--- src/include/alu8_pkg.sv ---
// shared constants and types for the 8-bit arithmetic and logic unit
package alu8_pkg;
  localparam int DATA_W = 8;
  localparam int WORD_W = 16;
  localparam int FLAG_W = 6;

  // status flag bit positions
  localparam int FLAG_C = 0;
  localparam int FLAG_Z = 1;
  localparam int FLAG_N = 2;
  localparam int FLAG_V = 3;
  localparam int FLAG_S = 4;
  localparam int FLAG_H = 5;
  localparam logic [5:0] FLAGS_RESET = 6'h00;

  // which flags each class of operation may touch
  localparam logic [5:0] UPD_ARITH  = 6'h2F;
  localparam logic [5:0] UPD_WORD   = 6'h1F;
  localparam logic [5:0] UPD_LOGIC  = 6'h0E;
  localparam logic [5:0] UPD_INVERT = 6'h0F;
  localparam logic [5:0] UPD_NONE   = 6'h00;

  localparam logic [7:0] INVERT_BASE = 8'hFF;
  localparam logic [7:0] BYTE_ZERO   = 8'h00;

  // cycles from the accepting edge to the write pulse
  localparam int BYTE_OP_CYCLES = 1;
  localparam int WORD_OP_CYCLES = 2;

  typedef enum logic [3:0] {
    OP_ADD                  = 4'h0,
    OP_ADD_CARRY            = 4'h1,
    OP_ADD_IMMEDIATE_WORD   = 4'h2,
    OP_SUB                  = 4'h3,
    OP_MINUS_IMMEDIATE      = 4'h4,
    OP_BORROW_REGISTER_MINUS = 4'h5,
    OP_BORROW_IMMEDIATE_MINUS = 4'h6,
    OP_WORD_IMMEDIATE_MINUS = 4'h7,
    OP_AND_REG              = 4'h8,
    OP_AND_IMMEDIATE        = 4'h9,
    OP_OR_REG               = 4'hA,
    OP_OR_IMMEDIATE         = 4'hB,
    OP_EXCLUSIVE_OR         = 4'hC,
    OP_BITWISE_INVERT       = 4'hD
  } alu8_op_t;

  localparam logic [3:0] OP_LAST = 4'hD;

  typedef enum logic {
    ST_IDLE      = 1'b0,
    ST_WORD_HIGH = 1'b1
  } alu8_state_t;
endpackage

--- src/alu8_unit.sv ---
// 8-bit arithmetic and logic unit: byte ops in one cycle, word ops in two
// Behaviour
// [RULE_01] Register add and add-with-carry write the sum, update Z C N V H, in one cycle.
// [RULE_02] Word add of a constant to a pair writes the pair back, updates Z C N V S, in two.
// [RULE_03] Register subtract and subtract-with-borrow write the difference, Z C N V H, one cycle.
// [RULE_04] Immediate subtract writes destination minus constant, updates Z C N V H, one cycle.
// [RULE_05] Immediate subtract with borrow also takes the carry off, Z C N V H, one cycle.
// [RULE_06] Word subtract of a constant from a pair writes the pair, updates Z C N V S, in two.
// [RULE_07] AND with a register or constant writes the result, updates only Z N V, one cycle.
// [RULE_08] OR with a register or constant writes the result, updates only Z N V, one cycle.
// [RULE_09] Exclusive-or of destination and source writes the result, updates Z N V, one cycle.
// [RULE_10] Invert writes 0xFF minus the destination, updates Z C N V, one cycle.
// [RULE_11] Every flag an operation does not list keeps its earlier value.
// [RULE_12] Z is all-zero result, N the top bit, V signed overflow, H bit-3 carry, S is N xor V.
`timescale 1ns/10ps
module alu8_unit (
  input  wire logic        CLK,             // core clock, 25 MHz
  input  wire logic        RESET,           // asynchronous, active high
  input  wire logic        OP_START,        // decoder presents an operation
  input  wire logic [3:0]  OP_CODE,         // operation select
  input  wire logic [7:0]  DEST_OPERAND,    // destination register value
  input  wire logic [7:0]  SOURCE_OPERAND,  // source register value
  input  wire logic [7:0]  IMM_CONST,       // immediate constant
  input  wire logic [15:0] PAIR_OPERAND,    // register pair, high:low
  output logic             OP_BUSY,         // word op in its second cycle
  output logic             OP_DONE,         // operation finished
  output logic             WR_BYTE_EN,      // write RESULT[7:0] to destination
  output logic             WR_PAIR_EN,      // write RESULT to the register pair
  output logic [15:0]      RESULT,          // result to the register file
  output logic [5:0]       STATUS_FLAGS     // H S V N Z C
);
  alu8_pkg::alu8_state_t state_q;
  alu8_pkg::alu8_state_t state_d;
  logic [5:0]  flags_q;
  logic [5:0]  flags_d;
  logic [15:0] result_q;
  logic        wr_byte_q;
  logic        wr_pair_q;
  logic [7:0]  lo_q;
  logic [7:0]  hi_q;
  logic        carry_lo_q;
  logic        word_sub_q;

  // operation decode
  wire alu8_pkg::alu8_op_t op = alu8_pkg::alu8_op_t'(OP_CODE);
  wire logic op_known  = OP_CODE <= alu8_pkg::OP_LAST;
  wire logic idle      = state_q == alu8_pkg::ST_IDLE;
  wire logic accept    = OP_START && idle && op_known;
  wire logic is_word   = (op == alu8_pkg::OP_ADD_IMMEDIATE_WORD) ||
                         (op == alu8_pkg::OP_WORD_IMMEDIATE_MINUS);
  wire logic word_sub  = op == alu8_pkg::OP_WORD_IMMEDIATE_MINUS;
  wire logic is_invert = op == alu8_pkg::OP_BITWISE_INVERT;
  wire logic is_and    = (op == alu8_pkg::OP_AND_REG) || (op == alu8_pkg::OP_AND_IMMEDIATE);
  wire logic is_or     = (op == alu8_pkg::OP_OR_REG) || (op == alu8_pkg::OP_OR_IMMEDIATE);
  wire logic is_xor    = op == alu8_pkg::OP_EXCLUSIVE_OR;
  wire logic is_logic  = is_and || is_or || is_xor;
  wire logic is_sub    = (op == alu8_pkg::OP_SUB) ||
                         (op == alu8_pkg::OP_MINUS_IMMEDIATE) ||
                         (op == alu8_pkg::OP_BORROW_REGISTER_MINUS) ||
                         (op == alu8_pkg::OP_BORROW_IMMEDIATE_MINUS) ||
                         is_invert;
  wire logic use_carry = (op == alu8_pkg::OP_ADD_CARRY) ||
                         (op == alu8_pkg::OP_BORROW_REGISTER_MINUS) ||
                         (op == alu8_pkg::OP_BORROW_IMMEDIATE_MINUS);
  wire logic use_imm   = (op == alu8_pkg::OP_MINUS_IMMEDIATE) ||
                         (op == alu8_pkg::OP_BORROW_IMMEDIATE_MINUS) ||
                         (op == alu8_pkg::OP_AND_IMMEDIATE) ||
                         (op == alu8_pkg::OP_OR_IMMEDIATE);
  wire logic carry_flag = flags_q[alu8_pkg::FLAG_C];

  // byte operand selection; invert runs as 0xFF minus the destination
  wire logic [7:0] rhs      = use_imm ? IMM_CONST : SOURCE_OPERAND;
  wire logic [7:0] byte_a   = is_invert ? alu8_pkg::INVERT_BASE : DEST_OPERAND;  // RULE_10
  wire logic [7:0] byte_b   = is_invert ? DEST_OPERAND : rhs;
  wire logic       byte_cin = use_carry && carry_flag;  // RULE_01

  // the word ops share the byte adder: low byte with the constant first,
  // then high byte with the saved carry, trading a cycle for area
  wire logic       hi_stage = state_q == alu8_pkg::ST_WORD_HIGH;
  wire logic [7:0] add_a    = hi_stage ? hi_q : (is_word ? PAIR_OPERAND[7:0] : byte_a);
  wire logic [7:0] add_b    = hi_stage ? alu8_pkg::BYTE_ZERO : (is_word ? IMM_CONST : byte_b);
  wire logic       add_cin  = hi_stage ? carry_lo_q : (!is_word && byte_cin);
  wire logic       add_sub  = hi_stage ? word_sub_q : (is_word ? word_sub : is_sub);
  logic [7:0] add_sum;
  logic       add_cout;
  logic       add_half;
  logic       add_ovf;

  alu8_adder #(
    .W    (alu8_pkg::DATA_W)
  ) u_adder (
    .a    (add_a),
    .b    (add_b),
    .cin  (add_cin),
    .sub  (add_sub),
    .sum  (add_sum),
    .cout (add_cout),
    .half (add_half),
    .ovf  (add_ovf)
  );

  // bitwise results never overflow, so V is cleared for them
  wire logic [7:0] logic_res = is_and ? (DEST_OPERAND & rhs) :          // RULE_07
                               is_or  ? (DEST_OPERAND | rhs) :          // RULE_08
                                        (DEST_OPERAND ^ SOURCE_OPERAND); // RULE_09
  wire logic [7:0]  byte_res = is_logic ? logic_res : add_sum;
  wire logic [15:0] word_res = {add_sum, lo_q};

  // flag masks per operation class
  wire logic [5:0] byte_upd = is_logic  ? alu8_pkg::UPD_LOGIC :   // RULE_07 RULE_08 RULE_09
                              is_invert ? alu8_pkg::UPD_INVERT :  // RULE_10
                                          alu8_pkg::UPD_ARITH;    // RULE_01 RULE_03 RULE_04
  wire logic [5:0] flag_upd = hi_stage ? alu8_pkg::UPD_WORD :     // RULE_02 RULE_06
                              (accept && !is_word) ? byte_upd :
                              alu8_pkg::UPD_NONE;                 // RULE_11
  wire logic f_zero = hi_stage ? (word_res == 16'h0000) : (byte_res == alu8_pkg::BYTE_ZERO);
  wire logic f_neg  = hi_stage ? add_sum[7] : byte_res[7];
  wire logic f_ovf  = !hi_stage && is_logic ? 1'b0 : add_ovf;

  alu8_flags u_flags (
    .flags_q (flags_q),
    .upd     (flag_upd),
    .c       (add_cout),
    .h       (add_half),
    .v       (f_ovf),
    .zero    (f_zero),
    .neg     (f_neg),
    .flags_d (flags_d)
  );  // RULE_12

  // sequencing: byte ops finish at the next edge, word ops one edge later
  always_comb begin
    state_d = state_q;
    unique case (state_q)
      alu8_pkg::ST_IDLE: begin
        if (accept && is_word) begin
          state_d = alu8_pkg::ST_WORD_HIGH;  // RULE_02 RULE_06
        end
      end
      alu8_pkg::ST_WORD_HIGH: begin
        state_d = alu8_pkg::ST_IDLE;
      end
    endcase
  end

  always_ff @(posedge CLK or posedge RESET) begin
    if (RESET) begin
      state_q <= alu8_pkg::ST_IDLE;
      flags_q <= alu8_pkg::FLAGS_RESET;
    end else begin
      state_q <= state_d;
      flags_q <= flags_d;  // RULE_11
    end
  end

  // low-stage context for the second word cycle
  always_ff @(posedge CLK or posedge RESET) begin
    if (RESET) begin
      lo_q       <= 8'h00;
      hi_q       <= 8'h00;
      carry_lo_q <= 1'b0;
      word_sub_q <= 1'b0;
    end else if (accept && is_word) begin
      lo_q       <= add_sum;
      hi_q       <= PAIR_OPERAND[15:8];
      carry_lo_q <= add_cout;
      word_sub_q <= word_sub;
    end
  end

  // write-back strobes and result
  always_ff @(posedge CLK or posedge RESET) begin
    if (RESET) begin
      result_q  <= 16'h0000;
      wr_byte_q <= 1'b0;
      wr_pair_q <= 1'b0;
    end else begin
      wr_byte_q <= accept && !is_word;  // RULE_01 RULE_03 RULE_04 RULE_05
      wr_pair_q <= hi_stage;            // RULE_02 RULE_06
      if (hi_stage) begin
        result_q <= word_res;
      end else if (accept && !is_word) begin
        result_q <= {8'h00, byte_res};
      end
    end
  end

  assign OP_BUSY      = hi_stage;
  assign OP_DONE      = wr_byte_q || wr_pair_q;
  assign WR_BYTE_EN   = wr_byte_q;
  assign WR_PAIR_EN   = wr_pair_q;
  assign RESULT       = result_q;
  assign STATUS_FLAGS = flags_q;
endmodule

--- src/alu8_adder.sv ---
// byte adder/subtractor with carry, half-carry and overflow
`timescale 1ns/10ps
module alu8_adder #(
  parameter int W = 8
) (
  input  wire logic [W-1:0] a,     // minuend or first addend
  input  wire logic [W-1:0] b,     // subtrahend or second addend
  input  wire logic         cin,   // carry in, or borrow in when subtracting
  input  wire logic         sub,   // 1: a - b - cin
  output logic [W-1:0]      sum,   // result
  output logic              cout,  // carry out, or borrow out
  output logic              half,  // carry or borrow at bit 3
  output logic              ovf    // two's-complement overflow
);
  wire logic [W-1:0] b_eff  = sub ? ~b : b;
  wire logic         c_eff  = sub ? ~cin : cin;
  wire logic [W:0]   full   = {1'b0, a} + {1'b0, b_eff} + {{W{1'b0}}, c_eff};
  wire logic [4:0]   nibble = {1'b0, a[3:0]} + {1'b0, b_eff[3:0]} + {4'h0, c_eff};

  // subtraction as a + ~b + 1: the raw carries are inverted borrows
  assign sum  = full[W-1:0];
  assign cout = sub ? ~full[W] : full[W];
  assign half = sub ? ~nibble[4] : nibble[4];
  assign ovf  = (a[W-1] == b_eff[W-1]) && (full[W-1] != a[W-1]);
endmodule

--- src/alu8_flags.sv ---
// merges freshly computed flags into the held status under a mask
`timescale 1ns/10ps
module alu8_flags (
  input  wire logic [5:0] flags_q,  // held status
  input  wire logic [5:0] upd,      // flags the current operation changes
  input  wire logic       c,        // candidate carry
  input  wire logic       h,        // candidate half-carry
  input  wire logic       v,        // candidate overflow
  input  wire logic       zero,     // result is all zeros
  input  wire logic       neg,      // top bit of the result
  output logic [5:0]      flags_d   // next status
);
  logic [5:0] cand;

  always_comb begin
    cand                   = alu8_pkg::FLAGS_RESET;
    cand[alu8_pkg::FLAG_C] = c;
    cand[alu8_pkg::FLAG_Z] = zero;
    cand[alu8_pkg::FLAG_N] = neg;
    cand[alu8_pkg::FLAG_V] = v;
    cand[alu8_pkg::FLAG_S] = neg ^ v;
    cand[alu8_pkg::FLAG_H] = h;
  end

  for (genvar i = 0; i < 6; i++) begin : g_bit
    assign flags_d[i] = upd[i] ? cand[i] : flags_q[i];
  end
endmodule

--- config.mk ---
export PLATFORM = sky130hd
export DESIGN_NAME = alu8_unit
export DESIGN_NICKNAME = d
export VERILOG_FILES = /design/src/include/alu8_pkg.sv /design/src/alu8_unit.sv /design/src/alu8_adder.sv /design/src/alu8_flags.sv
export SDC_FILE = /design/constraint.sdc
export NUM_CORES = 1
export LEC_CHECK = 0
export BUFFER_PORTS_ARGS = -buffer_cell sky130_fd_sc_hd__buf_2
export CORE_MARGIN = 2
export CORE_UTILIZATION = 56
export CTS_CLUSTER_DIAMETER = 50
export DETAILED_ROUTE_END_ITERATION = 16
export GPL_ROUTABILITY_DRIVEN = 0
export GPL_TIMING_DRIVEN = 1
export HOLD_SLACK_MARGIN = 0.15
export PLACE_DENSITY = 0.85
export SYNTH_ARGS = -nofsm -noshare
export SYNTH_HDL_FRONTEND = slang
export SYNTH_HIERARCHICAL = 1
export SYNTH_SLANG_ARGS = --single-unit
--- constraint.sdc ---
create_clock -name CLK -period 5.5 [get_ports CLK]
set_input_delay 0.275 -clock CLK [delete_from_list [all_inputs] [get_ports CLK]]
set_output_delay 0.275 -clock CLK [all_outputs]
set_load 0.005 [all_outputs]
Word-level counts from Yosys, hierarchy flattened
Cells that the tools add are included.
Operators by class
  $lt $le $gt $ge: 1
  shift operators: 0
  bitwise gates (word level): 9
  add/sub/neg operators: 4
  reductions and logical operators: 28
  muxes and demuxes: 28
  equal/unequal tests: 15
  div/mod/pow operators: 0
  multiply operators: 0
Operators by type and width (number)
  8-bit 2-to-1 mux: 11
  16-bit 2-to-1 mux: 2
  4-bit equality test (second input constant): 6
  6-bit 2-to-1 mux: 4
  4-bit by 3-bit equality test with 1-bit output (second input constant): 4
  16-bit logical NOT: 1
  1-bit logical OR: 15
  1-bit 2-to-1 mux: 10
  8-bit by 8-bit adder with 9-bit output: 1
  9-bit by 1-bit adder with 9-bit output: 1
  8-bit bitwise AND: 1
  4-bit by 2-bit equality test with 1-bit output (second input constant): 2
  1-bit logical AND: 8
  8-bit logical NOT: 1
  8-bit NOT: 1
  8-bit bitwise OR: 1
  8-bit XOR: 1
  4-bit by 4-bit adder with 5-bit output: 1
  5-bit by 1-bit adder with 5-bit output: 1
  4-bit by 1-bit equality test with 1-bit output (second input constant): 1
  4-bit less-or-equal comparator (second input constant): 1
  1-bit NOT: 4
  1-bit logical NOT: 2
  1-bit case mux with 2 select lines: 1
  other kinds (4): 4
Word-level totals
  bits in read-only memories: 0
  memories: 0
  input port bits: 47
  bits in latches: 0
  logic and storage cells: 99
  memory bits (writable): 0
  output and inout port bits: 26
  flip-flop bits (word level): 43

Logic depth before layout (Yosys ltp)
  depth in word-level cells: 16
  mapped depth: 20
  mapped depth without buffers: 18

Cells and area by module
Netlist, hierarchy kept.
By module, submodules not included
  alu8_unit: instances 1, sequential area each 1076.0 um^2, area each 3103.0 um^2, cells each 413
  alu8_adder: instances 1, sequential area each 0.0 um^2, area each 424.2 um^2, cells each 50
  alu8_flags: instances 1, sequential area each 0.0 um^2, area each 73.8 um^2, cells each 8

Worst setup path before layout
No wires, ideal clock.
  kind: flip-flop to flip-flop
  start point: register state_q, in the netlist OP_BUSY
  end point: register flags_q[1], in the netlist STATUS_FLAGS[1]
  cell stages (with the launch flop): 18
  library setup time: 125 ps
  data arrival time: 3842 ps
  path buffers: 3
  period minus slack after synthesis: 3967 ps
  data required time: 5375 ps
  slack: 1533 ps
  cells stage by stage: dfrtp_1 -> clkbuf_1 -> clkbuf_1 -> nand2_1 -> o21ai_0 -> buf_2 -> xor2_1 -> fa_1 -> fa_1 -> a211oi_1 -> o21bai_1 -> a21oi_1 -> xnor2_1 -> a221oi_1 -> and2_1 -> nand4_1 -> o41ai_1 -> mux2_2
On the way
  elaborated cells on any way between the ends: 20
  those cells by class: add/sub: 2; mux: 10; bitwise: 3; reduce/logical: 5
RTL lines
  start, declared: RTL line alu8_unit.sv:32  | alu8_pkg::alu8_state_t state_q;
  start signal, assigned: RTL line alu8_unit.sv:148  | state_q <= alu8_pkg::ST_IDLE;
  start signal, assigned: RTL line alu8_unit.sv:151  | state_q <= state_d;
  1-bit 2-to-1 mux (*): RTL line alu8_unit.sv:83  | wire logic add_sub = hi_stage ? word_sub_q : (is_word ? word_sub : is_sub);
  via add_sub: RTL line alu8_unit.sv:83
  8-bit 2-to-1 mux: RTL line alu8_adder.sv:15  | wire logic [W-1:0] b_eff = sub ? ~b : b;
  8-bit by 8-bit adder with 9-bit output: RTL line alu8_adder.sv:17  | wire logic [W:0] full = {1'b0, a} + {1'b0, b_eff} + {{W{1'b0}}, c_eff};
  9-bit by 1-bit adder with 9-bit output (*): RTL line alu8_adder.sv:17
  via add_sum[6]: RTL line alu8_unit.sv:84  | logic [7:0] add_sum;
  8-bit 2-to-1 mux: RTL line alu8_unit.sv:106  | wire logic [7:0] byte_res = is_logic ? logic_res : add_sum;
  8-bit logical NOT: RTL line alu8_unit.sv:116  | wire logic f_zero = hi_stage ? (word_res == 16'h0000) : (byte_res == alu8_pkg::BYTE_ZERO);
  1-bit 2-to-1 mux (*): RTL line alu8_unit.sv:116
  via f_zero: RTL line alu8_unit.sv:116
  end signal, assigned: RTL line alu8_unit.sv:149  | flags_q <= alu8_pkg::FLAGS_RESET;
  end signal, assigned: RTL line alu8_unit.sv:152  | flags_q <= flags_d;
  end, declared: RTL line alu8_unit.sv:34  | logic [5:0] flags_q;
The timed path passes the listed nets; every way through them passes the cells marked *.
A chain may end at the register's enable or synchronous reset.

Worst setup path after layout
  start point: input port OP_CODE[2]
  end point: register flags_q[1], in the netlist STATUS_FLAGS[1]
On the way
  elaborated cells on any way between the ends: 60
  those cells by class: add/sub: 2; order compare: 1; eq/ne: 13; mux: 19; bitwise: 4; reduce/logical: 21
RTL lines
  start, declared: RTL line alu8_unit.sv:20  | input wire logic [3:0] OP_CODE,
  4-bit by 2-bit equality test with 1-bit output / 4-bit by 3-bit equality test with 1-bit output (equally long branches): RTL line alu8_unit.sv:57, alu8_unit.sv:58
  1-bit logical OR: RTL line alu8_unit.sv:57  | wire logic is_sub = (op == alu8_pkg::OP_SUB) ||
  1-bit logical OR: RTL line alu8_unit.sv:58  | (op == alu8_pkg::OP_MINUS_IMMEDIATE) ||
  1-bit logical OR: RTL line alu8_unit.sv:59  | (op == alu8_pkg::OP_BORROW_REGISTER_MINUS) ||
  1-bit logical OR: RTL line alu8_unit.sv:60  | (op == alu8_pkg::OP_BORROW_IMMEDIATE_MINUS) ||
  1-bit 2-to-1 mux (*) (2 in series): RTL line alu8_unit.sv:83
  via add_sub: RTL line alu8_unit.sv:83
  8-bit 2-to-1 mux: RTL line alu8_adder.sv:15
  8-bit by 8-bit adder with 9-bit output: RTL line alu8_adder.sv:17
  9-bit by 1-bit adder with 9-bit output (*): RTL line alu8_adder.sv:17
  via add_sum[6]: RTL line alu8_unit.sv:84
  8-bit 2-to-1 mux: RTL line alu8_unit.sv:106
  8-bit logical NOT: RTL line alu8_unit.sv:116
  1-bit 2-to-1 mux (*): RTL line alu8_unit.sv:116
  via f_zero: RTL line alu8_unit.sv:116
Marks and branches as above.

==> summary.md <==
| Metric | Value |
|---|---|
| Status | complete, no violations |
| Number of diodes | 0 |
| Switch share | 38.1% |
| Post-synth top area share | 29.9% |
| Headroom to the max-slew limit | 27.6% |
| DRT Pass-1 Iters | 5 |
| Die area | 7090 sq um |
| XOR/XNOR Fraction of Synth Area | 5.35% |
| Endpoint, Worst Hold | hi_q[7]$_DFFE_PP0P_ |
| I/O pins | 73 |
| Vias in the first global route | 3499 |
| R2R depth | 13 |
| Clock transition at path regs | 0.08 ns |
| Power Internal | 859 uW |
| Final ANT Viol Nets | 0 |
| Global-route wire length before repair | 16.9 mm |
| Seq pwr share | 34.6% |
| PwrDens | 344 nW/um^2 |
| Area after DPL | 3890 sq um |
| Post-Synthesis Cells | 471 |
| M1 wire length | 4.25 mm |
| Unique cell type count in the Yosys netlist | 64 |
| Power Total | 1390 uW |
| Hold path start | PAIR_OPERAND[15] |
| Period utilization | 84.9% |
| Post-Synthesis Cell Area | 3600 sq um |
| Largest net degree at the start of global routing | 55 |
| Grt ovf | 0 |
| R2r startpoint | OP_BUSY$_DFF_PP0_ |
| Critical Path AT | 4.86 ns |
| Nets | 578 |
| Post-Synth Adder-Cell Area | 3.54% |
| Design Area, Final | 4030 sq um |
| Largest family of logic cells by synthesized area | compound AO/OA/AOI/OAI gates |
| DR vias/cell | 6.32 |
| Max-Cap Viols | 0 |
| Area growth syn-to-layout | 12.0% |
| Crit Path Category | primary input to flop |
| Largest stage delay, worst path | 0.86 ns |
| CTS H-tree depth | 2 |
| Post-DP HPWL | 7.37 mm |
| LEAKAGE | 0.00184 uW |
| Setup violators final | 0 |
| Row cnt | 29 |
| Initial antenna violation count | 0 |
| Global Route Usage Sum | 29.3% |
| FFs w/ async S/R, synth | 100% |
| Initial DRC count | 690 |
| CTS Buffer Depth | 2 |
| Met3 Wirelength | 949 um |
| Post-synthesis simple-gate area fraction | 24.1% |
| Layout cell share with drive strength beyond 1 | 20.7% |
| EDFF count, synth | 0 |
| Sw power | 529 uW |
| Filler cells | 543 |
| Internal reg-to-reg setup slack | 1.11 ns |
| CP max stage cell | o21ai_1 |
| Cell depth of the worst hold path | 3 |
| CTS resizes | 0 |
| Clock share of power | 21.0% |
| Highest Clock Rate | 0.214 GHz |
| Finished Core Util | 64.2% |
| Count leader, synth | nand2_1 |
| Largest fanout on the critical path | 30 |
| Combinational share of power | 44.4% |
| Buffers on Ports | 72 |
| Hold crit path type | primary input to flop |
| Crit Reg-Reg Endpoint | STATUS_FLAGS[1]$_DFF_PP0_ |
| Root buf cell | clkbuf_8 |
| CTS Buf Count | 5 |
| Critical path cell sequence | buf_2 > inv_2 > o21ai_0 > a21oi_1 > o21ai_1 > xor2_1 > fa_1 > fa_1 > a211oi_1 > o21bai_1 > a21oi_1 > xnor2_1 > a221oi_1 > and2_1 > nand4_1 > o41ai_1 > mux2_2 |
| Post-synthesis mux area share | 5.56% |
| Core area | 6280 sq um |
| Syn Nets | 527 |
| Yosys Warn Count | 6 |
| Worst skew pair latency | 0.30 ns |
| Max Clock Skew | 0.00910 ns |
| Register area share after synthesis | 29.9% |
| Maximum VDD drop | 0.000304 V |
| Routed wl met2 | 4.65 mm |
| Final WL | 10.2 mm |
| Uppermost layer routed | met4 |
| Final hold vios | 0 |
| Via count | 3789 |
| Critical Path Source Type | primary input |
| Residual DRC | 0 |
| Worst setup EP type | flop |
| Die width | 84.2 um |
| RSZ-0062 raised after global routing | no |
| Synth area leaders | dfrtp_1, nand2_1, o21ai_0, nor2_1, mux2_2 |
| Min cycle time layout | 4.67 ns |
| CP required | 5.69 ns |
| Initial Util | 57.4% |
| Setup crit start | OP_CODE[2] |
| Least-Margin Pin Slew | 1.08 ns |
| Commonest cells post-synth | nand2_1, o21ai_0, dfrtp_1, nor2_1, a21oi_1 |
| Synth area leader | dfrtp_1 |
| CTS tree | yes |
| Final slew viol count | 0 |
| Synth Register Bits | 43 |
| Setup TNS | 0 ns |
| Sink Count | 43 |
| Synthesized area per cell | 7.65 sq um |
| Primary FF master, synth | dfrtp_1 |
| Wire length per cell after detailed routing | 16.9 um |
| Synth Area in Compound Gates | 24.7% |
| DIE HEIGHT | 84.2 um |
kinds of logic (layout without fill, tap and decap cells):
group           Yosys count  in the layout
fa+ha+maj                 9              9
xor+xnor                 22             22
flops                    43             43
mux                      18             18
compound gates          142            142
buf+inv                  45             97
simple gates            192            192
final cells by class:
class | count | area, sq um | share of cell area (%)
clock buffers | 6 | 72.6 | 1.80
clock inverters | 2 | 60.1 | 1.49
inverters | 11 | 41.3 | 1.02
multi-input cells | 383 | 2280 | 56.5
flip-flops and latches | 43 | 1080 | 26.7
well taps | 77 | 96.3 | 2.39
repair buffers | 78 | 408 | 10.1
power groups by stage:
| stage | sequential, uW | clock, uW | combinational [uW] |
|---|---|---|---|
| floorplan | 476 | 0 | 409 |
| global placement | 482 | 0 | 578 |
| detailed placement | 485 | 0 | 596 |
| CTS | 479 | 293 | 603 |
| global route | 493 | 309 | 674 |
| finish | 480 | 292 | 616 |
placed cells by master (no fill, tap or decap), types with 3 or more instances in the layout:
cell       instances
o22ai_1            6
o21ai_0           54
a211oi_1           8
xor2_1            12
nor4_1             4
a32o_1             3
a311oi_1           6
nor2_1            41
a21oi_1           24
ha_1               7
buf_4              5
a221oi_1           3
and2_1             3
xnor2_1           10
mux2i_1            5
buf_2             72
clkbuf_8           5
o21ai_1            7
mux2_2            12
nor3_1            14
inv_1              7
nor2b_1            4
inv_2              4
o2111ai_1          3
nand2_1           94
a21o_1             3
dfrtp_1           43
o21bai_1           4
nand3_1            6
and3_1             4
a31oi_1            4
nand2b_1           5
metal layers:
layer,vias to the layer above,global-route usage (%)
li1,1771,-
met1,1750,40.1
met2,231,46.8
met3,37,5.90
met4,0,9.68
met5,-,0
worst max-delay path by stage:
stage | to | slack (ns) | cells after the start
2_1_floorplan | STATUS_FLAGS[1]$_DFF_PP0_ | 1.53 | 17
3_3_place_gp | STATUS_FLAGS[1]$_DFF_PP0_ | 0.81 | 17
3_5_place_dp | STATUS_FLAGS[1]$_DFF_PP0_ | 0.67 | 18
4_1_cts | STATUS_FLAGS[1]$_DFF_PP0_ | 0.97 | 18
5_1_grt | STATUS_FLAGS[1]$_DFF_PP0_ | 0.49 | 18
6_report | STATUS_FLAGS[1]$_DFF_PP0_ | 0.83 | 17
metrics by stage:
| stage | hold slack (ns) | cells | setup slack (ns) |
|---|---|---|---|
| after detailed placement | 0.437 | 591 | 0.670 |
| after global routing | 0.165 | 600 | 0.494 |
| after global placement | 0.426 | 591 | 0.807 |
| after CTS | 0.163 | 600 | 0.972 |
| final | 0.161 | 600 | 0.831 |
| after floorplan | 0.380 | 471 | 1.53 |
state kept, by name, indices dropped and copies added, names as in the netlist:
register,cells
RESULT,16
OP_BUSY,1
carry_lo_q,1
hi_q,8
STATUS_FLAGS,6
WR_BYTE_EN,1
WR_PAIR_EN,1
lo_q,8
word_sub_q,1
what timing repair did:
action / 4_1_cts / 5_1_grt
hold buffers: 1 / 0
setup endpoints to repair: 0 / 0
setup buffers: 0 / 0
hold endpoints to repair: 43 / 0
critical path: cells and delay by family:
| kind | cells | cell delay [ns] |
|---|---|---|
| compound gates | 8 | 2.04 |
| fa+ha+maj | 2 | 0.97 |
| buf+inv | 2 | 0.55 |
| mux | 1 | 0.27 |
| simple gates | 2 | 0.27 |
| xor+xnor | 2 | 0.47 |
No activity file was read; power rests on OpenSTA's default activity.
